===== src/include/mie_pkg.sv =====
// Shared constants, types and decode function for the instruction execute block
package mie_pkg;

	// Word and field widths
	localparam int unsigned IW     = 14;
	localparam int unsigned DW     = 8;
	localparam int unsigned FAW    = 7;
	localparam int unsigned PCW    = 11;
	localparam int unsigned OSC_PER_ICYC = 4;

	// Register byte offsets
	localparam logic [7:0] OFS_INSTR = 8'h00;
	localparam logic [7:0] OFS_ACC   = 8'h04;
	localparam logic [7:0] OFS_STAT  = 8'h08;
	localparam logic [7:0] OFS_PC    = 8'h0c;
	localparam logic [7:0] OFS_CTRL  = 8'h10;

	// Status bit positions
	localparam int unsigned ST_C  = 0;
	localparam int unsigned ST_DC = 1;
	localparam int unsigned ST_Z  = 2;
	localparam int unsigned ST_PD = 3;
	localparam int unsigned ST_TO = 4;

	// Control bit positions
	localparam int unsigned CT_BUSY  = 0;
	localparam int unsigned CT_SLEEP = 1;
	localparam int unsigned CT_ILL   = 2;
	localparam int unsigned CT_WAKE  = 0;

	// Reset values
	localparam logic [7:0]  ACC_RST = 8'h00;
	localparam logic [10:0] PC_RST  = 11'h000;
	localparam logic [13:0] IR_RST  = 14'h0000;

	// Phases of one instruction cycle
	localparam logic [1:0] Q_DECODE = 2'h0;
	localparam logic [1:0] Q_READ   = 2'h1;
	localparam logic [1:0] Q_LATCH  = 2'h2;
	localparam logic [1:0] Q_COMMIT = 2'h3;

	// Fixed encodings
	localparam logic [13:0] SLEEP_WORD = 14'h0063;

	typedef enum logic [1:0] {
		ST_IDLE  = 2'b00,
		ST_EXEC  = 2'b01,
		ST_FLUSH = 2'b11,
		ST_SLEEP = 2'b10
	} mie_state_e;

	typedef enum logic [3:0] {
		OP_NOP, OP_ROT_L, OP_ROT_R, OP_CLR_F, OP_MOVE_F, OP_BIT_CLR, OP_BIT_SET,
		OP_SKIP_CLR, OP_SKIP_SET, OP_LOAD_LIT, OP_LIT_SUB, OP_JUMP, OP_SLEEP, OP_ILLEGAL
	} mie_op_e;

	typedef struct packed {
		mie_op_e     op;
		logic        dest;
		logic [6:0]  faddr;
		logic [2:0]  bsel;
		logic [7:0]  lit8;
		logic [10:0] lit11;
	} mie_dec_s;

	function automatic mie_dec_s mie_decode(input logic [13:0] w);
		mie_dec_s d;
		d.op    = OP_ILLEGAL;
		d.dest  = w[7];
		d.faddr = w[6:0];
		d.bsel  = w[9:7];
		d.lit8  = w[7:0];
		d.lit11 = w[10:0];
		case (w[13:12])
			2'b00:
			begin
				case (w[11:8])
					4'hd: d.op = OP_ROT_L;
					4'hc: d.op = OP_ROT_R;
					4'h8: d.op = OP_MOVE_F;
					4'h1: d.op = w[7] ? OP_CLR_F : OP_ILLEGAL;
					4'h0:
					begin
						if (w == SLEEP_WORD)
							d.op = OP_SLEEP;
						else if (!w[7] && w[4:0] == 5'h00)
							d.op = OP_NOP;
					end
					default: d.op = OP_ILLEGAL;
				endcase
			end
			2'b01:
			begin
				case (w[11:10])
					2'b00:   d.op = OP_BIT_CLR;
					2'b01:   d.op = OP_BIT_SET;
					2'b10:   d.op = OP_SKIP_CLR;
					default: d.op = OP_SKIP_SET;
				endcase
			end
			2'b10: d.op = w[11] ? OP_JUMP : OP_ILLEGAL;
			default:
			begin
				if (w[11:10] == 2'b00)
					d.op = OP_LOAD_LIT;
				else if (w[11:9] == 3'b110)
					d.op = OP_LIT_SUB;
			end
		endcase
		return d;
	endfunction : mie_decode

	function automatic logic mie_needs_file(input mie_op_e op);
		return op inside {OP_ROT_L, OP_ROT_R, OP_CLR_F, OP_MOVE_F,
			OP_BIT_CLR, OP_BIT_SET, OP_SKIP_CLR, OP_SKIP_SET};
	endfunction : mie_needs_file

endpackage : mie_pkg


===== src/mie_exec.sv =====
// Instruction execute core with a Wishbone register slave
// Function
// - Each instruction is one 14-bit word split into an opcode and operand fields.
// - Byte-oriented results go to the accumulator when the destination bit is 0, else to the file register.
// - Bit-oriented instructions pick one of eight bits of the register named by the file address field.
// - Literal and control instructions carry an 8-bit or 11-bit constant operand.
// - The file address field is seven bits wide, covering 0x00 to 0x7f.
// - One instruction cycle is four oscillator periods and all timing counts in such cycles.
// - Instructions take one cycle, or two with a no-operation second cycle when a skip is taken or the PC changes.
// - Any instruction naming a file register reads it first, modifies, then stores, even if it only writes.
// - Rotate left moves the register left through carry, old carry into bit 0, old bit 7 into carry.
// - Rotate right moves the register right through carry, old carry into bit 7, old bit 0 into carry.
// - Literal minus accumulator goes to the accumulator, carry clears when the accumulator is larger, nibble carry when its low nibble is larger.
// - Sleep clears the watchdog and its prescaler, sets the expiry flag, clears powerdown and stops the oscillator.
// - The powerdown flag is set at power-up and cleared only by sleep.
`timescale 1ns/1ps
module mie_exec
	import mie_pkg::*;
#(
	parameter int unsigned AW = 8
)(
	input  wire logic          clk,
	input  wire logic          rst_b,
	input  wire logic          wb_cyc_i,
	input  wire logic          wb_stb_i,
	input  wire logic          wb_we_i,
	input  wire logic [AW-1:0] wb_adr_i,
	input  wire logic [3:0]    wb_sel_i,
	input  wire logic [31:0]   wb_dat_i,
	output logic      [31:0]   wb_dat_o,
	output logic               wb_ack_o,
	output logic               file_rd_o,
	output logic               file_wr_o,
	output logic      [6:0]    file_addr_o,
	output logic      [7:0]    file_wdata_o,
	input  wire logic [7:0]    file_rdata_i,
	input  wire logic          wdt_expired_i,
	output logic               watchdog_clear_o,
	output logic               prescaler_clear_o,
	output logic               osc_stop_o
);

	if (AW < 5)
		$error("mie_exec: AW must be at least 5");

	logic [1:0]  rst_sync_q;
	logic        rst_n_s;
	mie_state_e  state_q;
	logic [1:0]  qph_q;
	logic [13:0] ir_q;
	mie_dec_s    dec;
	logic [7:0]  acc_q;
	logic [7:0]  fdat_q;
	logic [10:0] pc_q;
	logic        c_q;
	logic        dc_q;
	logic        z_q;
	logic        powerdown_flag_q;
	logic        watchdog_expiry_flag_q;
	logic        ill_q;
	logic        ack_q;
	logic [31:0] rdat_q;
	logic        wb_hit;
	logic        wb_wr;
	logic        commit;
	logic        issue;
	logic        wake;
	logic        two_cyc;
	logic [7:0]  res;
	logic        wr_acc;
	logic        wr_file;
	logic        c_n;
	logic        dc_n;
	logic        z_n;
	logic        take_skip;
	logic [7:0]  bitmask;
	logic [8:0]  diff;
	logic [4:0]  ndiff;

	// Reset release
	always_ff @(posedge clk or negedge rst_b)
	begin
		if (!rst_b)
			rst_sync_q <= 2'b00;
		else
			rst_sync_q <= {rst_sync_q[0], 1'b1};
	end
	assign rst_n_s = rst_sync_q[1];

	// Bus decode
	assign wb_hit = wb_cyc_i && wb_stb_i && !ack_q;
	assign wb_wr  = wb_hit && wb_we_i && wb_sel_i[0];
	assign issue  = wb_wr && wb_sel_i[1] && wb_adr_i == AW'(OFS_INSTR) && state_q == ST_IDLE;
	assign wake   = wdt_expired_i || (wb_wr && wb_adr_i == AW'(OFS_CTRL) && wb_dat_i[CT_WAKE]);
	assign wb_ack_o = ack_q;
	assign wb_dat_o = rdat_q;

	always_ff @(posedge clk or negedge rst_n_s)
	begin
		if (!rst_n_s)
			ack_q <= 1'b0;
		else
			ack_q <= wb_hit;
	end

	always_ff @(posedge clk or negedge rst_n_s)
	begin
		if (!rst_n_s)
			rdat_q <= 32'h0000_0000;
		else if (wb_hit)
		begin
			case (wb_adr_i)
				AW'(OFS_INSTR): rdat_q <= {18'h00000, ir_q};
				AW'(OFS_ACC):   rdat_q <= {24'h000000, acc_q};
				AW'(OFS_STAT):  rdat_q <= {27'h0000000, watchdog_expiry_flag_q,
					powerdown_flag_q, z_q, dc_q, c_q};
				AW'(OFS_PC):    rdat_q <= {21'h000000, pc_q};
				AW'(OFS_CTRL):  rdat_q <= {29'h00000000, ill_q, state_q == ST_SLEEP,
					state_q != ST_IDLE};
				default:        rdat_q <= 32'h0000_0000;
			endcase
		end
	end

	// Instruction word and field split
	always_ff @(posedge clk or negedge rst_n_s)
	begin
		if (!rst_n_s)
			ir_q <= IR_RST;
		else if (issue)
			ir_q <= wb_dat_i[IW-1:0];
	end
	assign dec = mie_decode(ir_q);

	// Sequencer: four phases per instruction cycle
	assign commit = state_q == ST_EXEC && qph_q == Q_COMMIT;
	assign two_cyc = dec.op == OP_JUMP || take_skip;

	always_ff @(posedge clk or negedge rst_n_s)
	begin
		if (!rst_n_s)
			qph_q <= Q_DECODE;
		else if (state_q == ST_EXEC || state_q == ST_FLUSH)
			qph_q <= qph_q + 2'h1;
		else
			qph_q <= Q_DECODE;
	end

	always_ff @(posedge clk or negedge rst_n_s)
	begin
		if (!rst_n_s)
			state_q <= ST_IDLE;
		else
		begin
			case (state_q)
				ST_IDLE:
					if (issue)
						state_q <= ST_EXEC;
				ST_EXEC:
					if (commit)
					begin
						if (dec.op == OP_SLEEP)
							state_q <= ST_SLEEP;
						else if (two_cyc)
							state_q <= ST_FLUSH;
						else
							state_q <= ST_IDLE;
					end
				ST_FLUSH:
					if (qph_q == Q_COMMIT)
						state_q <= ST_IDLE;
				ST_SLEEP:
					if (wake)
						state_q <= ST_IDLE;
				default: state_q <= ST_IDLE;
			endcase
		end
	end

	assign osc_stop_o = state_q == ST_SLEEP;

	// File register read before modify
	always_ff @(posedge clk or negedge rst_n_s)
	begin
		if (!rst_n_s)
		begin
			file_rd_o   <= 1'b0;
			file_addr_o <= 7'h00;
		end
		else
		begin
			file_rd_o <= state_q == ST_EXEC && qph_q == Q_DECODE && mie_needs_file(dec.op);
			if (state_q == ST_EXEC && qph_q == Q_DECODE)
				file_addr_o <= dec.faddr;
		end
	end

	always_ff @(posedge clk or negedge rst_n_s)
	begin
		if (!rst_n_s)
			fdat_q <= 8'h00;
		else if (state_q == ST_EXEC && qph_q == Q_LATCH)
			fdat_q <= file_rdata_i;
	end

	// Operation
	always_comb
	begin
		res       = fdat_q;
		wr_acc    = 1'b0;
		wr_file   = 1'b0;
		c_n       = c_q;
		dc_n      = dc_q;
		z_n       = z_q;
		take_skip = 1'b0;
		bitmask   = 8'h01 << dec.bsel;
		diff      = {1'b0, dec.lit8} - {1'b0, acc_q};
		ndiff     = {1'b0, dec.lit8[3:0]} - {1'b0, acc_q[3:0]};
		case (dec.op)
			OP_ROT_L:
			begin
				res     = {fdat_q[6:0], c_q};
				c_n     = fdat_q[7];
				wr_acc  = !dec.dest;
				wr_file = dec.dest;
			end
			OP_ROT_R:
			begin
				res     = {c_q, fdat_q[7:1]};
				c_n     = fdat_q[0];
				wr_acc  = !dec.dest;
				wr_file = dec.dest;
			end
			OP_MOVE_F:
			begin
				z_n     = fdat_q == 8'h00;
				wr_acc  = !dec.dest;
				wr_file = dec.dest;
			end
			OP_CLR_F:
			begin
				res     = 8'h00;
				z_n     = 1'b1;
				wr_file = 1'b1;
			end
			OP_BIT_CLR:
			begin
				res     = fdat_q & ~bitmask;
				wr_file = 1'b1;
			end
			OP_BIT_SET:
			begin
				res     = fdat_q | bitmask;
				wr_file = 1'b1;
			end
			OP_SKIP_CLR: take_skip = (fdat_q & bitmask) == 8'h00;
			OP_SKIP_SET: take_skip = (fdat_q & bitmask) != 8'h00;
			OP_LOAD_LIT:
			begin
				res    = dec.lit8;
				wr_acc = 1'b1;
			end
			OP_LIT_SUB:
			begin
				res    = diff[7:0];
				c_n    = !diff[8];
				dc_n   = !ndiff[4];
				z_n    = diff[7:0] == 8'h00;
				wr_acc = 1'b1;
			end
			default: res = fdat_q;
		endcase
	end

	// Accumulator
	always_ff @(posedge clk or negedge rst_n_s)
	begin
		if (!rst_n_s)
			acc_q <= ACC_RST;
		else if (commit && wr_acc)
			acc_q <= res;
		else if (wb_wr && state_q == ST_IDLE && wb_adr_i == AW'(OFS_ACC))
			acc_q <= wb_dat_i[DW-1:0];
	end

	// File register store
	always_ff @(posedge clk or negedge rst_n_s)
	begin
		if (!rst_n_s)
		begin
			file_wr_o    <= 1'b0;
			file_wdata_o <= 8'h00;
		end
		else
		begin
			file_wr_o <= commit && wr_file;
			if (commit && wr_file)
				file_wdata_o <= res;
		end
	end

	// Arithmetic flags
	always_ff @(posedge clk or negedge rst_n_s)
	begin
		if (!rst_n_s)
		begin
			c_q  <= 1'b0;
			dc_q <= 1'b0;
			z_q  <= 1'b0;
		end
		else if (commit)
		begin
			c_q  <= c_n;
			dc_q <= dc_n;
			z_q  <= z_n;
		end
		else if (wb_wr && state_q == ST_IDLE && wb_adr_i == AW'(OFS_STAT))
		begin
			c_q  <= wb_dat_i[ST_C];
			dc_q <= wb_dat_i[ST_DC];
			z_q  <= wb_dat_i[ST_Z];
		end
	end

	// Power and watchdog flags
	always_ff @(posedge clk or negedge rst_n_s)
	begin
		if (!rst_n_s)
		begin
			powerdown_flag_q       <= 1'b1;
			watchdog_expiry_flag_q <= 1'b1;
			watchdog_clear_o       <= 1'b0;
			prescaler_clear_o      <= 1'b0;
		end
		else
		begin
			watchdog_clear_o  <= commit && dec.op == OP_SLEEP;
			prescaler_clear_o <= commit && dec.op == OP_SLEEP;
			if (commit && dec.op == OP_SLEEP)
			begin
				powerdown_flag_q       <= 1'b0;
				watchdog_expiry_flag_q <= 1'b1;
			end
			else if (wdt_expired_i)
				watchdog_expiry_flag_q <= 1'b0;
		end
	end

	// Program counter and illegal word flag
	always_ff @(posedge clk or negedge rst_n_s)
	begin
		if (!rst_n_s)
			pc_q <= PC_RST;
		else if (commit)
		begin
			if (dec.op == OP_JUMP)
				pc_q <= dec.lit11;
			else if (take_skip)
				pc_q <= pc_q + 11'h002;
			else
				pc_q <= pc_q + 11'h001;
		end
		else if (wb_wr && wb_sel_i[1] && state_q == ST_IDLE && wb_adr_i == AW'(OFS_PC))
			pc_q <= wb_dat_i[PCW-1:0];
	end

	always_ff @(posedge clk or negedge rst_n_s)
	begin
		if (!rst_n_s)
			ill_q <= 1'b0;
		else if (commit && dec.op == OP_ILLEGAL)
			ill_q <= 1'b1;
		else if (wb_wr && wb_adr_i == AW'(OFS_CTRL) && wb_dat_i[CT_ILL])
			ill_q <= 1'b0;
	end
endmodule : mie_exec


===== config.mk =====
export PLATFORM = sky130hd
export DESIGN_NAME = mie_exec
export DESIGN_NICKNAME = d
export VERILOG_FILES = /design/src/include/mie_pkg.sv /design/src/mie_exec.sv
export SDC_FILE = /design/constraint.sdc
export NUM_CORES = 1
export LEC_CHECK = 0
export BUFFER_PORTS_ARGS = -buffer_cell sky130_fd_sc_hd__buf_2
export CAP_MARGIN = 20
export CORE_AREA = 3 3 159 161
export CTS_BUF_LIST = sky130_fd_sc_hd__clkbuf_4
export DETAILED_ROUTE_END_ITERATION = 16
export DIE_AREA = 0 0 162 164
export GPL_TIMING_DRIVEN = 0
export SYNTH_ARGS = -nofsm -noshare
export SYNTH_HDL_FRONTEND = slang
export SYNTH_SLANG_ARGS = --single-unit

===== constraint.sdc =====
create_clock -name clk -period 3.6 [get_ports clk]
set_input_delay 0.36 -clock clk [delete_from_list [all_inputs] [get_ports clk]]
set_output_delay 0.36 -clock clk [all_outputs]
set_load 0.02 [all_outputs]

==> Word-level counts from Yosys, hierarchy flattened <==
Cells that the tools add are included.
{ "word_totals": {"reg_bits": 104, "inputBits": 58, "output_inout_bits": 53, "word_cells": 166} }
{ "classes": {"add_sub_neg": 5, "n_eq_ne": 39, "shifts": 1, "muxes": 41, "bitwise": 4, "reduce_logical": 56} }
{ "op_table": {"columns": ["operator", "count"], "rows": [
  ["$pmux 14 s5", 1],
  ["$pmux 8 s7", 1],
  ["$mux 11", 4],
  ["$eq 4x4->1 const B", 9],
  ["$logic_not 8->1", 4],
  ["$logic_and 1x1->1", 24],
  ["$pmux 4 s3", 2],
  ["$pmux 4 s5", 1],
  ["$and 8x8->8", 2],
  ["$eq 4x3->1 const B", 4],
  ["$eq 8x4->1 const B", 2],
  ["$mux 8", 2],
  ["$reduce_bool 8->1", 2],
  ["$eq 14x7->1 const B", 1],
  ["$mux 2", 7],
  ["$eq 2x2->1 const B", 6],
  ["$mux 4", 3],
  ["$reduce_bool 2->1", 6],
  ["$add 11x1->11 const B", 1],
  ["$add 11x2->11 const B", 1],
  ["$mux 1", 11],
  ["$mux 3", 3],
  ["$sub 8x8->9", 1],
  ["$eq 4x1->1 const B", 2],
  ["other kinds (25)", 46]
]} }

==> Depth between registers and ports, before layout <==
{ "logic_depth": {"word_depth": 13, "mapped_depth": 14, "depth_no_buf": 12} }

==> Worst setup path after synthesis <==
OpenSTA, ideal clock, no wires.
{ "synth_path": {"path_kind": "reg-to-reg", "startpoint": "register ir_q[11]", "endpoint": "register pc_q[8]", "setup_ns": 0.129, "t_arrival_ns": 3.060, "required_ns": 3.471, "setup_slack_ns": 0.412, "stages_incl_launch_ff": 13, "n_path_buf": 2, "period_less_slack_ns": 3.188, "path_cell_list": "dfrtp_1 > clkbuf_1 > inv_1 > ha_1 > clkbuf_1 > and3b_1 > a2111oi_0 > and2_1 > a21oi_2 > a32oi_4 > mux2i_1 > nor2_1 > a2111o_1"} }
{ "synth_via": {"elab_chain_len": 9, "word_cells_on_any_way": 24, "classes_between": "eq/ne: 11; mux: 11; reduce/logical: 2"} }
{ "synth_rtl": {"columns": ["item", "line", "rtl"], "rows": [
  ["start, declared", "mie_exec.sv:50", "logic [13:0] ir_q;"],
  ["start signal, assigned", "mie_exec.sv:131", "ir_q <= wb_dat_i[IW-1:0];"],
  ["$eq 14x7->1 or $eq 3x3->1 (tied branches)", "mie_pkg.sv:84, mie_pkg.sv:106", null],
  ["$mux 4 or $mux 3 (tied branches)", "mie_pkg.sv:84, mie_pkg.sv:106", null],
  ["$pmux 4 s5 or $mux 3 (tied branches)", "mie_pkg.sv:77, mie_pkg.sv:104", null],
  ["$pmux 4 s3 (*)", "mie_pkg.sv:74", "case (w[13:12])"],
  ["$eq 4x4->1 or $eq 4x3->1 (tied branches)", "mie_exec.sv:219", "case (dec.op)"],
  ["$pmux 1 s2", "mie_exec.sv:219", null],
  ["$mux 11", "mie_exec.sv:358", "else if (take_skip)"],
  ["$mux 11 (*)", "mie_exec.sv:356", "if (dec.op == OP_JUMP)"],
  ["$mux 11 (*)", "mie_exec.sv:354", "else if (commit)"],
  ["end signal, assigned", "mie_exec.sv:357", "pc_q <= dec.lit11;"],
  ["end signal, assigned", "mie_exec.sv:359", "pc_q <= pc_q + 11'h002;"],
  ["end signal, assigned", "mie_exec.sv:361", "pc_q <= pc_q + 11'h001;"],
  ["end, declared", "mie_exec.sv:54", "logic [10:0] pc_q;"]
]} }
Mark *: on every way between the ends. The rest lies on a longest branch, timed or not.
A chain may end at the register's enable or synchronous reset.

==> Worst setup path in the final report <==
{ "layout_path": {"startpoint": "register ir_q[10]", "endpoint": "register file_wdata_o[0]"} }
{ "layout_via": {"elab_chain_len": 8, "word_cells_on_any_way": 29, "classes_between": "eq/ne: 16; mux: 8; reduce/logical: 5"} }
{ "layout_rtl": {"columns": ["item", "line", "rtl"], "rows": [
  ["$eq 14x7->1 or $eq 3x3->1 (tied branches)", "mie_pkg.sv:84, mie_pkg.sv:106", null],
  ["$mux 4 or $mux 3 (tied branches)", "mie_pkg.sv:84, mie_pkg.sv:106", null],
  ["$pmux 4 s5 or $mux 3 (tied branches)", "mie_pkg.sv:77, mie_pkg.sv:104", null],
  ["$pmux 4 s3 (*)", "mie_pkg.sv:74", null],
  ["$eq 4x2->1 (tied with other cells)", "mie_exec.sv:219", null],
  ["$reduce_or 3->1 (no line)", null, null],
  ["$pmux 1 s2", "mie_exec.sv:219", null],
  ["$logic_and 1x1->1", "mie_exec.sv:297", "if (commit && wr_file)"],
  ["end signal, assigned", "mie_exec.sv:298", "file_wdata_o <= res;"],
  ["end, declared", "mie_exec.sv:35", "output logic [7:0] file_wdata_o,"]
]} }
Marked as above.

==> results.toml <==
[detailed_routing]
ant_nets = 0
routedWlPerCell_um = 18.51
drtIter0Drc = 559
viasPerCell = 5.176
totalWireLength_mm = 20.42
drc = 0
dr.pass1.iters = 5
vias = 5709

[global_routing]
grt_max_degree = 61
grt_use_met3_pct = 4.792
grtUsageTotal_pct = 15.38
grt_pass1_vias = 5383
globalRouteOverflowTotal = 0
gr-usage-met2_pct = 23.06
grt_pass1_wl_mm = 31.62
met1_usage_pct = 21.62
antenna_found_initial = 2
busiest_layer = "met2"

[sta]
fin_crit_sh_pct = 94.84
tns_ps = 0
finalSetupViolCount = 0
rsz0062_at_grt = "no"
relSlewSlack_pct = 28.57
hold_viol = 0
timing.final.ws_setup_ps = 185.8
period_minus_slack_ps = 3414
fmax_ghz = 0.2929
worstMarginPinSlew_ps = 1067
slew_viol_final = 0
clock_skew_ps = 14.07

[worst_setup_path]
cp_common_cell = "a31o_2"
cp-end-kind = "flop"
slowest_delay_ps = 520
worstPathRequired_ps = 4000
cpMaxStageDelayCell = "dfrtp_2"
crit_end = "file_wdata_o[0]$_DFFE_PN0P_"
crit_chain = "inv_1 -> ha_2 -> nor2b_1 -> a31o_2 -> a31o_2 -> nor2_1 -> clkbuf_1 -> nand2_1 -> o21a_1 -> a32o_1 -> o21ai_0"
worstRegToRegCells = 11
reg2reg_slack_ps = 190
worstSetupPathType = "flop to flop"
timing.rr.end = "file_wdata_o[0]$_DFFE_PN0P_"
cp_max_fo = 10
rr_startpoint = "ir_q[10]$_DFFE_PN0P_"
cp.arrival_ps = 3820
worstSetupStartpoint = "ir_q[10]$_DFFE_PN0P_"
critPathLaunchType = "flop"

[place]
dp_hpwl_mm = 15.51
io_buffer_count = 70
post-place-ws_ps = -586.0
gp_congestion = 0.9111
placedInstanceArea_sq_mm = 0.006828

[floorplan]
fp-row-count = 57
die_y_um = 164
core_sq_mm = 0.02411
initial_core_util_pct = 24.79
ios = 111
dieArea_sq_mm = 0.02657
fp.dieW_um = 162

[synthesis]
synth_cell_types = 80
synth_top_area_share_pct = 35.17
seq_area_frac_synth_pct = 36.05
synthCells = 674
synth_warnings = 0
synth-seq-cells = 86
yosys.area.top_type = "dfrtp_1"
synth_edf_count = 0
netlist_area_sq_mm = 0.005977
synth_common_cells = "84 x dfrtp_1, 70 x nand2_1, 51 x o21ai_0"
yosys-top-cells-area = "dfrtp_1 35%, mux2_2 5.7%, nand2_1 4.4%"
synth_most_common_cell = "dfrtp_1"
syn_area_per_cell_sq_um = 8.868
synth-async-reset-ratio_pct = 100.0
synth_ff_type = "dfrtp_1"

[hold_path]
hold_class = "input port to flop"

[layout]
fillers = 2631
drive_gt1_share_pct = 22.88
seqCellArea_sq_mm = 0.002161
final_area_sq_mm = 0.007023
multi_input_area_sq_mm = 0.003543
syn_to_final_growth_pct = 17.50
nNetsFinal = 849
post-route-util_pct = 29.13

[clocking]
cts.sinks = 86
clock_tree.buffer_depth = 2
htreeDepth = 3
cts_tree = "done"
clk_pin_slew_worst_paths_ps = 160
cts_buffers = 9
root_buffer = "clkbuf_4"
clk_latency_ps = 490

[pwr]
totalPowerFinal_uw = 3094
irDropWorstVdd_mv = 0.1603
p_leak_uw = 0.003111
power.density_mw_per_mm2 = 440.5

[outcome]
status = "finished, final reports clean"

[flow_run]
maxCapViolCount = 0
logic make-up (layout without fill, tap and decap cells):
group           after synthesis  count (layout)  share of synthesized area (%)
mux                          57              57                          10.38
compound gates              182             182                          21.29
xor+xnor                      8               8                          1.172
fa+ha+maj                    19              19                          4.061
buf+inv                      80             167                          6.573
other cells                   2              20                         0.1256
simple gates                240             240                          20.35
flops                        86              86                          36.05
registers in the layout (all words and copies together) (netlist names), 2 cells and up:
register      cells
file_addr_o       7
file_wdata_o      8
pc_q             11
wb_dat_o         14
ir_q             14
rst_sync_q        2
state_q           2
fdat_q            8
qph_q             2
acc_q             8
power breakdown:
group          switching (uW)  internal [uW]
clock                     384            149
sequential                237           1130
combinational             687            504
total                    1310           1790
metrics by stage:
stage | instances | hold WS [ps]
2_1_floorplan | 691 | 64.41
3_3_place_gp | 1085 | 146.1
3_5_place_dp | 1086 | 148.6
4_1_cts | 1102 | 39.70
5_1_grt | 1103 | 51.95
6_report | 1103 | 65.05
repair_timing:
item | in CTS | in global routing
buffers inserted | 0 | 0
resized for setup | 10 | 5
hold buffers | 2 | 0
cloned | 0 | 0
endpoints found under the setup margin | 27 | 28
hold endpoints to repair | 3 | 0
critical path: cells and delay by family (launching register included):
kind	cells	cell delay [ps]
flops	1	520
fa+ha+maj	1	310
compound gates	5	1290
simple gates	3	670
buf+inv	2	530
worst min-delay path by stage:
stage                             from  cells after the start                 endpoint
after floorplan                  rst_b                      0  rst_sync_q[0]$_DFF_PN0_
after global placement           rst_b                      1  rst_sync_q[0]$_DFF_PN0_
after CTS                 wb_dat_i[12]                      3     ir_q[12]$_DFFE_PN0P_
final                     wb_dat_i[12]                      3     ir_q[12]$_DFFE_PN0P_
after global routing      wb_dat_i[11]                      3     ir_q[11]$_DFFE_PN0P_
after detailed placement         rst_b                      1  rst_sync_q[0]$_DFF_PN0_
placed cells by master, fill, tap and decap left out, types with 4 or more instances in the layout:
cell type  Yosys  layout
mux2_2        30      30
clkbuf_4       0       9
nor2_1        38      38
nand3_1       41      41
nor3_1        15      15
nand2_1       70      70
o21a_1         6       6
inv_1         22      22
a32oi_1        6       6
o31a_1         4       4
buf_2          5      75
conb_1         2      19
xor2_1         5       5
o2111ai_1      6       6
and3_1        12      12
mux2i_1       26      26
dfrtp_1       84      81
nand4_1        7       7
clkbuf_1      29      27
and2_1         4       4
o211ai_1       6       6
nand2b_1       8       8
nor3b_1        4       4
ha_1          17      16
a211oi_1      11      11
o21ai_0       51      51
a22oi_1        5       4
buf_4         23      23
or2_2          5       5
nor2b_1       11      11
or3_1          4       4
a31oi_1       12      11
o22ai_1        7       6
a21oi_1       23      23
metal layers:
layer / part of all wire [%] / wire [um] / vias to the layer above
li1: - / - / 2679
met1: 46 / 9331 / 2759
met2: 43 / 8765 / 247
met3: 9.6 / 1964 / 22
met4: 1.7 / 342 / 2
met5: 0.064 / 13 / -
cell type report:
class	count	area share [%]
buffer	56	4.311
sequential	86	30.77
inverter	22	1.176
timing repair buffer	73	5.665
clock inverter	7	0.8552
multi-input combinational	525	50.45
clock buffer	9	0.9621
tap	324	5.772
antenna	1	0.03563
Power figures use the tool's default switching activity.
